===== src/iad_pkg.sv =====
// constants, register map and disposition codes of the inbound address router
// assumes a 40-bit inbound address and 1 MB granules for programmable bounds
package iad_pkg;
  localparam int ADDR_W = 40;
  localparam int MB_W = 20;
  localparam int MB_LSB = 20;
  localparam int NWIN = 2;
  localparam int PORT_W = 4;
  // fixed range ends, each exclusive
  localparam logic [ADDR_W-1:0] DOS_END = 40'h00_000a_0000;
  localparam logic [ADDR_W-1:0] VGA_END = 40'h00_000c_0000;
  localparam logic [ADDR_W-1:0] BIOS_END = 40'h00_0010_0000;
  localparam logic [ADDR_W-1:0] LOWMED_END = 40'h00_00f0_0000;
  localparam logic [ADDR_W-1:0] HOLE_END = 40'h00_0100_0000;
  localparam logic [ADDR_W-1:0] MMIO_END = 40'h00_fe00_0000;
  localparam logic [MB_W-1:0] CFG_WIN_MB = 20'h00100;
  localparam logic [1:0] BIOS_ATTR_RW = 2'h3;
  // register word indices
  localparam logic [3:0] REG_CTRL = 4'h0;
  localparam logic [3:0] REG_TOP_OF_LOW_MEMORY = 4'h1;
  localparam logic [3:0] REG_TOP_SMRAM_SEGMENT = 4'h2;
  localparam logic [3:0] REG_ESMM = 4'h3;
  localparam logic [3:0] REG_CFGB = 4'h4;
  localparam logic [3:0] REG_STAT = 4'h5;
  localparam logic [3:0] REG_MASK = 4'h6;
  localparam logic [3:0] REG_CNT = 4'h7;
  localparam logic [3:0] REG_WIN = 4'h8;
  // control bits
  localparam int CTL_VGA_EN = 0;
  localparam int CTL_VGA_SMM_SEL = 1;
  localparam int CTL_SMM_EN = 2;
  localparam int CTL_TOP_SMRAM_SEGMENT_EN = 3;
  localparam int CTL_HOLE_EN = 4;
  localparam int CTL_CFG_BLOCK = 5;
  localparam int CTL_LOCAL_ABORT = 6;
  localparam int CTL_VGA_TO_PCIE = 7;
  localparam int CTL_BIOS_LO = 8;
  localparam int CTL_BIOS_HI = 9;
  localparam int CTL_VGA_PORT_LO = 12;
  localparam int CTL_VGA_PORT_HI = 15;
  // window base register fields
  localparam int WIN_PORT_LO = 24;
  localparam int WIN_PORT_HI = 27;
  localparam int WIN_EN_BIT = 31;
  // status bits
  localparam int ST_HUB_ABORT = 0;
  localparam int ST_LOCAL_ABORT = 1;
  localparam int ST_CFG_BLOCKED = 2;
  localparam int ST_SUBTRACTIVE = 3;
  localparam int ST_W = 4;
  // values after reset
  localparam logic [31:0] CTRL_RST = 32'h0000_0000;
  localparam logic [31:0] TOP_OF_LOW_MEMORY_RST = 32'h0000_0800;
  localparam logic [31:0] TOP_SMRAM_SEGMENT_RST = 32'h0000_0001;
  localparam logic [31:0] ESMM_RST = 32'h0000_0800;
  localparam logic [31:0] CFGB_RST = 32'h0000_0e00;
  localparam logic [31:0] WIN_RST = 32'h0000_0000;
  typedef enum logic [2:0] {
    DSP_MEM_COH = 3'h0,
    DSP_MEM_NC = 3'h1,
    DSP_PCIE = 3'h2,
    DSP_HUB = 3'h3,
    DSP_HUB_ABORT = 3'h4,
    DSP_LOCAL_ABORT = 3'h5,
    DSP_CFG = 3'h6
  } iad_disp_t;
endpackage


===== src/iad_router.sv =====
// inbound address disposition: decodes each inbound request to one target
// assumes requests and avalon-mm master synchronous to clk_sys_in (25 MHz)
//
// Summary of operation
// RL1: dos and low/medium memory go coherent
// RL2: video range, smm off, video off: abort
// RL3: video range, smm on, select zero: abort
// RL4: video enabled: non-coherent to pcie or hub
// RL5: bios segments with attribute 11: non-coherent
// RL6: isa hole: memory if clear, hub if set
// RL7: below top_of_low_memory minus smram size: coherent memory
// RL8: extended smram: abort if enabled, else memory
// RL9: legal window hit above top_of_low_memory: pcie port
// RL10: low mmio without window hit: hub abort
// RL11: config window accepted only when not blocked
// RL12: forwarded address passes through unchanged
// RL13: hub-origin aborts may end locally
// RL14: blocked config access treated as mmio
// RL15: unmatched addresses go subtractively to hub
// RL16: one disposition, resolved before issue
//
// Design decisions made here: the address map and the Avalon-MM interface to the registers.
`timescale 1ns/1ps
`default_nettype none
module iad_router (
  input wire logic clk_sys_in,
  input wire logic rstn_in,
  input wire logic [3:0] avs_address_in,
  input wire logic avs_read_in,
  input wire logic avs_write_in,
  input wire logic [31:0] avs_writedata_in,
  input wire logic [3:0] avs_byteenable_in,
  output logic [31:0] avs_readdata_out,
  output logic avs_waitrequest_out,
  output logic irq_out,
  input wire logic req_valid_in,
  input wire logic [iad_pkg::ADDR_W-1:0] req_addr_in,
  input wire logic req_from_hub_in,
  output logic disp_valid_out,
  output iad_pkg::iad_disp_t disp_code_out,
  output logic [iad_pkg::ADDR_W-1:0] disp_addr_out,
  output logic [iad_pkg::PORT_W-1:0] disp_port_out
);
  import iad_pkg::*;

  // register state
  logic [31:0] ctrl, next_ctrl;
  logic [31:0] top_of_low_memory, next_top_of_low_memory;
  logic [31:0] top_smram_segment, next_top_smram_segment;
  logic [31:0] esmm, next_esmm;
  logic [31:0] cfgb, next_cfgb;
  logic [ST_W-1:0] stat, next_stat;
  logic [ST_W-1:0] mask, next_mask;
  logic [31:0] cnt, next_cnt;
  logic [31:0] win_base [NWIN];
  logic [31:0] win_lim [NWIN];
  logic [31:0] next_win_base [NWIN];
  logic [31:0] next_win_lim [NWIN];
  logic ack, next_ack;
  logic [31:0] rdata, next_rdata;

  // decode state
  logic d_valid, next_d_valid;
  iad_disp_t d_code, next_d_code;
  logic [ADDR_W-1:0] d_addr, next_d_addr;
  logic [PORT_W-1:0] d_port, next_d_port;
  logic [ST_W-1:0] ev;

  // byte-lane merge for register writes
  function automatic logic [31:0] merge(input logic [31:0] old, input logic [31:0] wd,
                                        input logic [3:0] be);
    logic [31:0] r;
    r = old;
    for (int i = 0; i < 4; i++) begin
      if (be[i]) begin
        r[8*i +: 8] = wd[8*i +: 8];
      end
    end
    return r;
  endfunction

  // window compares, one per window
  logic [MB_W-1:0] mb;
  logic [NWIN-1:0] win_hit;
  logic [PORT_W-1:0] win_port [NWIN];
  assign mb = req_addr_in[ADDR_W-1:MB_LSB];
  generate
    for (genvar w = 0; w < NWIN; w++) begin : g_win
      iad_window_match u_match (
        .mb_in(mb),
        .base_in(win_base[w]),
        .limit_in(win_lim[w]),
        .hit_out(win_hit[w]),
        .port_out(win_port[w])
      );
    end
  endgenerate

  // bus access: one wait cycle, answered on the second edge
  logic acc, wr_go, rd_go;
  logic [31:0] wmask;
  assign acc = avs_read_in || avs_write_in;
  assign avs_waitrequest_out = acc && !ack;
  assign wr_go = avs_write_in && ack; // lands at the edge the master sees as answered
  assign rd_go = avs_read_in && !ack;
  assign wmask = merge(32'h0000_0000, avs_writedata_in, avs_byteenable_in);

  // next values of the register file
  always_comb begin
    next_ctrl = ctrl;
    next_top_of_low_memory = top_of_low_memory;
    next_top_smram_segment = top_smram_segment;
    next_esmm = esmm;
    next_cfgb = cfgb;
    next_mask = mask;
    next_win_base = win_base;
    next_win_lim = win_lim;
    next_ack = acc && !ack;
    next_rdata = rdata;
    next_cnt = d_valid ? cnt + 32'h0000_0001 : cnt;
    // set wins over the write-one clear
    next_stat = stat;
    if (wr_go && avs_address_in == REG_STAT) begin
      next_stat = stat & ~wmask[ST_W-1:0];
    end
    next_stat = next_stat | ev;
    if (wr_go) begin
      unique case (avs_address_in)
        REG_CTRL: next_ctrl = merge(ctrl, avs_writedata_in, avs_byteenable_in);
        REG_TOP_OF_LOW_MEMORY: next_top_of_low_memory = merge(top_of_low_memory, avs_writedata_in, avs_byteenable_in);
        REG_TOP_SMRAM_SEGMENT: next_top_smram_segment = merge(top_smram_segment, avs_writedata_in, avs_byteenable_in);
        REG_ESMM: next_esmm = merge(esmm, avs_writedata_in, avs_byteenable_in);
        REG_CFGB: next_cfgb = merge(cfgb, avs_writedata_in, avs_byteenable_in);
        REG_MASK: next_mask = avs_byteenable_in[0] ? avs_writedata_in[ST_W-1:0] : mask;
        default: begin
          for (int w = 0; w < NWIN; w++) begin
            if (avs_address_in == REG_WIN + 4'(2 * w)) begin
              next_win_base[w] = merge(win_base[w], avs_writedata_in, avs_byteenable_in);
            end
            if (avs_address_in == REG_WIN + 4'(2 * w + 1)) begin
              next_win_lim[w] = merge(win_lim[w], avs_writedata_in, avs_byteenable_in);
            end
          end
        end
      endcase
    end
    if (rd_go) begin
      // unmapped words read as zero
      next_rdata = 32'h0000_0000;
      unique case (avs_address_in)
        REG_CTRL: next_rdata = ctrl;
        REG_TOP_OF_LOW_MEMORY: next_rdata = top_of_low_memory;
        REG_TOP_SMRAM_SEGMENT: next_rdata = top_smram_segment;
        REG_ESMM: next_rdata = esmm;
        REG_CFGB: next_rdata = cfgb;
        REG_STAT: next_rdata = {28'h0000000, stat};
        REG_MASK: next_rdata = {28'h0000000, mask};
        REG_CNT: next_rdata = cnt;
        default: begin
          for (int w = 0; w < NWIN; w++) begin
            if (avs_address_in == REG_WIN + 4'(2 * w)) begin
              next_rdata = win_base[w];
            end
            if (avs_address_in == REG_WIN + 4'(2 * w + 1)) begin
              next_rdata = win_lim[w];
            end
          end
        end
      endcase
    end
  end

  // register file flops
  always_ff @(posedge clk_sys_in) begin
    if (!rstn_in) begin
      ctrl <= CTRL_RST;
      top_of_low_memory <= TOP_OF_LOW_MEMORY_RST;
      top_smram_segment <= TOP_SMRAM_SEGMENT_RST;
      esmm <= ESMM_RST;
      cfgb <= CFGB_RST;
      stat <= '0;
      mask <= '0;
      cnt <= 32'h0000_0000;
      ack <= 1'b0;
      rdata <= 32'h0000_0000;
      for (int w = 0; w < NWIN; w++) begin
        win_base[w] <= WIN_RST;
        win_lim[w] <= WIN_RST;
      end
    end else begin
      ctrl <= next_ctrl;
      top_of_low_memory <= next_top_of_low_memory;
      top_smram_segment <= next_top_smram_segment;
      esmm <= next_esmm;
      cfgb <= next_cfgb;
      stat <= next_stat;
      mask <= next_mask;
      cnt <= next_cnt;
      ack <= next_ack;
      rdata <= next_rdata;
      win_base <= next_win_base;
      win_lim <= next_win_lim;
    end
  end

  assign avs_readdata_out = rdata;
  // level interrupt while any unmasked sticky bit stands
  assign irq_out = |(stat & mask);

  // programmable bounds in 1 MB granules
  logic [MB_W-1:0] top_of_low_memory_mb, top_smram_segment_mb, esmm_mb, cfg_mb, low_top, esmm_bot;
  logic in_cfg, in_esmm;
  assign top_of_low_memory_mb = top_of_low_memory[MB_W-1:0];
  assign top_smram_segment_mb = top_smram_segment[MB_W-1:0];
  assign esmm_mb = esmm[MB_W-1:0];
  assign cfg_mb = cfgb[MB_W-1:0];
  assign low_top = top_of_low_memory_mb - top_smram_segment_mb;
  assign esmm_bot = esmm_mb - top_smram_segment_mb;
  assign in_cfg = (mb >= cfg_mb) && ({1'b0, mb} < {1'b0, cfg_mb} + {1'b0, CFG_WIN_MB});
  assign in_esmm = (mb >= esmm_bot) && (mb < esmm_mb);

  // next disposition; the whole priority chain resolves in one cycle
  always_comb begin
    iad_disp_t c;
    logic [PORT_W-1:0] p;
    c = DSP_HUB;
    p = '0;
    ev = '0;
    if (req_addr_in < DOS_END) begin
      c = DSP_MEM_COH; // RL1
    end else if (req_addr_in < VGA_END) begin
      if (!ctrl[CTL_SMM_EN] && !ctrl[CTL_VGA_EN]) begin
        c = DSP_HUB_ABORT; // RL2
      end else if (ctrl[CTL_SMM_EN] && !ctrl[CTL_VGA_SMM_SEL]) begin
        c = DSP_HUB_ABORT; // RL3
      end else if (ctrl[CTL_VGA_EN]) begin
        // RL4
        c = ctrl[CTL_VGA_TO_PCIE] ? DSP_PCIE : DSP_HUB;
        p = ctrl[CTL_VGA_PORT_HI:CTL_VGA_PORT_LO];
      end else begin
        c = DSP_HUB_ABORT; // smram open but no video: never for inbound
      end
    end else if (req_addr_in < BIOS_END) begin
      if (ctrl[CTL_BIOS_HI:CTL_BIOS_LO] == BIOS_ATTR_RW) begin
        c = DSP_MEM_NC; // RL5
      end else begin
        c = DSP_HUB; // RL15
      end
    end else if (req_addr_in < LOWMED_END) begin
      c = DSP_MEM_COH; // RL1
    end else if (req_addr_in < HOLE_END) begin
      c = ctrl[CTL_HOLE_EN] ? DSP_HUB : DSP_MEM_COH; // RL6
    end else if (in_cfg && !ctrl[CTL_CFG_BLOCK]) begin
      c = DSP_CFG; // RL11
    end else if (mb < low_top) begin
      c = DSP_MEM_COH; // RL7
    end else if (in_esmm) begin
      c = ctrl[CTL_TOP_SMRAM_SEGMENT_EN] ? DSP_HUB_ABORT : DSP_MEM_COH; // RL8
    end else if (mb >= top_of_low_memory_mb && req_addr_in < MMIO_END) begin
      // blocked config falls here as plain mmio
      c = DSP_HUB_ABORT; // RL10 RL14
      for (int w = NWIN - 1; w >= 0; w--) begin
        if (win_hit[w]) begin
          c = DSP_PCIE; // RL9
          p = win_port[w];
        end
      end
    end
    // RL13
    if (c == DSP_HUB_ABORT && req_from_hub_in && ctrl[CTL_LOCAL_ABORT]) begin
      c = DSP_LOCAL_ABORT;
    end
    if (req_valid_in) begin
      ev[ST_HUB_ABORT] = (c == DSP_HUB_ABORT);
      ev[ST_LOCAL_ABORT] = (c == DSP_LOCAL_ABORT);
      ev[ST_CFG_BLOCKED] = in_cfg && ctrl[CTL_CFG_BLOCK] && (req_addr_in >= HOLE_END);
      ev[ST_SUBTRACTIVE] = (c == DSP_HUB);
    end
    next_d_valid = req_valid_in; // RL16
    next_d_code = req_valid_in ? c : d_code;
    next_d_addr = req_valid_in ? req_addr_in : d_addr; // RL12
    next_d_port = req_valid_in ? p : d_port;
  end

  // disposition flops: issue one cycle after the request
  always_ff @(posedge clk_sys_in) begin
    if (!rstn_in) begin
      d_valid <= 1'b0;
      d_code <= DSP_HUB;
      d_addr <= '0;
      d_port <= '0;
    end else begin
      d_valid <= next_d_valid;
      d_code <= next_d_code;
      d_addr <= next_d_addr;
      d_port <= next_d_port;
    end
  end

  assign disp_valid_out = d_valid;
  assign disp_code_out = d_code;
  assign disp_addr_out = d_addr;
  assign disp_port_out = d_port;
endmodule
`default_nettype wire


===== src/iad_window_match.sv =====
// one base/limit window compare of the inbound router
// assumes base and limit in 1 MB granules, limit inclusive
`timescale 1ns/1ps
`default_nettype none
module iad_window_match (
  input wire logic [iad_pkg::MB_W-1:0] mb_in,
  input wire logic [31:0] base_in,
  input wire logic [31:0] limit_in,
  output logic hit_out,
  output logic [iad_pkg::PORT_W-1:0] port_out
);
  import iad_pkg::*;
  logic legal;
  // a window with base above limit is never legal, so it cannot claim
  assign legal = base_in[WIN_EN_BIT] && (base_in[MB_W-1:0] <= limit_in[MB_W-1:0]);
  assign hit_out = legal && (mb_in >= base_in[MB_W-1:0]) && (mb_in <= limit_in[MB_W-1:0]);
  assign port_out = base_in[WIN_PORT_HI:WIN_PORT_LO];
endmodule
`default_nettype wire


===== config.mk =====
export PLATFORM = sky130hd
export DESIGN_NAME = iad_router
export DESIGN_NICKNAME = d
export VERILOG_FILES = /design/src/iad_pkg.sv /design/src/iad_router.sv /design/src/iad_window_match.sv
export SDC_FILE = /design/constraint.sdc
export NUM_CORES = 1
export LEC_CHECK = 0
export BUFFER_PORTS_ARGS = -buffer_cell sky130_fd_sc_hd__buf_2
export CAP_MARGIN = 20
export CORE_MARGIN = 4
export CORE_UTILIZATION = 37
export CTS_BUF_LIST = sky130_fd_sc_hd__clkbuf_2
export DETAILED_ROUTE_END_ITERATION = 16
export PLACE_DENSITY = 0.63
export SETUP_SLACK_MARGIN = 0.02
export SLEW_MARGIN = 20
export SYNTH_ARGS = -nofsm -noshare
export SYNTH_HDL_FRONTEND = slang
export SYNTH_SLANG_ARGS = --single-unit
export TNS_END_PERCENT = 30

===== constraint.sdc =====
create_clock -name clk_sys_in -period 7 [get_ports clk_sys_in]
set_input_delay 0.7 -clock clk_sys_in [delete_from_list [all_inputs] [get_ports clk_sys_in]]
set_output_delay 0.7 -clock clk_sys_in [all_outputs]
set_load 0.02 [all_outputs]

==> results.cfg <==
[status]
status = finished, final reports clean

[clock_network]
cts_setup_buffers = 0
clk_pin_slew_ps = 120
cts-root-buf = clkbuf_2
postCtsResizedCells = 0
cts_htree_levels = 3
numCtsBuffers = 108
clockBufferDepth = 3
clkSinkCount = 409
clk_latency_ps = 1170
cts_tree = built
postCtsHoldBufs = 81

[timing]
slew-limit-headroom = 0.253
fin_setup_tns_ps = 0
timing.final.max_slew_violations = 0
worst_pin_slew_ps = 1120
fin_crit_sh = 0.756
setup_violations = 0
fin_skew_ps = 103
hold_viol = 0
hold_ws_ps = 170
rsz0062_at_grt = false
max_clock_freq_mhz = 189
min_period_ps = 5290

[grt]
grtUsageTotal = 0.229
grt_overflow_total = 0
grt_antenna_before_repair = 3
grt_pass1_wl_um = 128000
grt_pass1_vias = 22200
grt_max_degree = 155

[synth]
syn_inst = 2918
ys_warn_count = 0
synth_top_area_share = 0.335
synth_most_common_cell = dfxtp_1
synth-edff-count = 0
yosys.area.top_type = dfxtp_1
synth_cell_types = 74
synthArstFlopShare = 0
synth_fp_nets = 3276
synth.avg_cell_area_um2 = 8.37
synth_area_um2 = 24400
ys.flop_type = dfxtp_1
seq_area_frac_synth = 0.335
synthTopCellsByCount = dfxtp_1 (409), nand2_1 (326), nor2_1 (296)
synth_area_leaders = dfxtp_1 (34%), ha_1 (14%), mux2i_1 (7.4%)
ys_seq_elements = 409

[pwr]
power_density_nw_per_um2 = 172
p_leak_uw = 0.0106
irDropWorstVdd_mv = 0.0888

[layout]
drive_gt1_frac = 0.128
final_nets = 3496
final_cells = 4079
area_delta_synth_final_pct = 13.9

[worst_setup_path]
path_class = flip-flop to flip-flop
crit_path_end_kind = flip-flop
critPathSlowestCell = o41ai_1
path_max_fanout = 4
cp.required_ps = 7990
critPathLaunch = top_smram_segment[1]
r2r-start = top_smram_segment[1]
start_kind = flip-flop
cp_common_cell = a21oi_1
max_stage_delay_ps = 590
cp_cell_sequence = inv_1, ha_1, nor2b_1, o31a_1, o21bai_1, a21oi_1, o41ai_1, a21oi_1, a41oi_1, nor2_1, a211oi_1, ha_1, nand4_1, nor2_1, a221oi_1, o21ai_0, a41oi_2, o221ai_1, o21ai_0, a21oi_1, a32o_1
arrival_ps = 6280

[place]
port_buffers = 167
globalplace.congestion = 0.921
placed_cells = 3802
dp_hpwl_um = 58800

[worst_hold_path]
hold_class = primary input to flip-flop
hp-start = avs_byteenable_in[1]

[routing]
first_iter_violations = 2033
vias = 22900
antenna_left = 0
vias_per_cell = 5.61
wl_per_cell_um = 20.4
drc = 0
drt-pass1-iter-count = 9
wl_um = 83100

[floorplanning]
dieHeight_um = 265
initial_core_util = 0.376
num_rows = 93
io_pins = 168
dieArea_um2 = 70200
core-area_um2 = 64900
die_w_um = 265

[run]
cap_violations = 0
## placed cells by master (no fill, tap or decap), drive strengths merged, types with 49 or more instances in the layout
master       instances
nor2               296
o21ai               82
nand2              326
ha                 270
buf                187
nand4               49
inv                188
mux2i              180
a21oi              251
dfxtp              409
dlygate4sd3         81
clkbuf             154
nand3              174
## kinds of logic after synthesis
| group | synth area share |
|---|---|
| xor gates and xnor gates | 0.0244 |
| and+or+nand+nor | 0.184 |
| DFF | 0.335 |
| adders and majority gates | 0.140 |
| muxes | 0.103 |
| AOI/OAI and AO/OA | 0.160 |
| buffers and inverters | 0.0533 |
## metal layers
| metal | up-vias | wire, um | share of wire | track usage |
|---|---|---|---|---|
| met5 | - | 13 | 0.00016 | 0 |
| met4 | 2 | 2340 | 0.028 | 0.0814 |
| met3 | 148 | 6330 | 0.076 | 0.0361 |
| met2 | 895 | 37300 | 0.45 | 0.365 |
| met1 | 10900 | 37100 | 0.45 | 0.315 |
| li1 | 10900 | - | - | - |
## through the flow
step	power (uW)	instance area, um2	worst slack (ps)	util
CTS	4840	27800	1790	0.428
global route	5020	27800	1230	0.428
detailed placement	3010	25900	1830	0.400
finish	4790	27800	1710	0.428
floorplan	2780	24400	2630	-
global placement	3000	25900	1950	0.400
## critical path: cells and delay by family, from the launching register on
kind,cells,cell delay [ps]
compound gates,14,3630
fa+ha+maj,2,600
simple gates,4,400
flops,1,370
buf+inv,1,130
## sequential cells by signal, summed over array words and instances, names as in the netlist, 3 cells and up
name               cells
avs_readdata_out      32
cfgb                  32
cnt                   32
ctrl                  32
disp_addr_out         40
disp_code_out          3
disp_port_out          4
esmm                  32
mask                   4
stat                   4
top_of_low_memory     32
top_smram_segment     32
win_base              64
win_lim               64
## power by group
| part | total (uW) | switching (uW) | internal (uW) |
|---|---|---|---|
| clock network | 1790 | 1050 | 742 |
| logic | 605 | 396 | 209 |
| registers | 2390 | 31.3 | 2360 |
| total | 4790 | 1480 | 3310 |
## final timing paths
kind                                     end  slack, ps  depth (start not counted)
worst max-delay path                 stat[0]       1710                         21
worst max register to register       stat[0]       1710                         21
worst min-delay path             win_lim[44]        170                          3
worst min register to register  win_base[29]        460                          2
## final cells by class
type | count | area [um2]
well taps | 855 | 1070
flip-flops and latches | 409 | 8190
clock inverters | 38 | 264
inverters | 188 | 713
repair buffers | 268 | 1810
clock buffers | 154 | 771
diodes | 4 | 10.0
multi-input cells | 2163 | 15000
fillers | 6614 | 37100
Note: power is estimated with default switching activity, not from simulation.
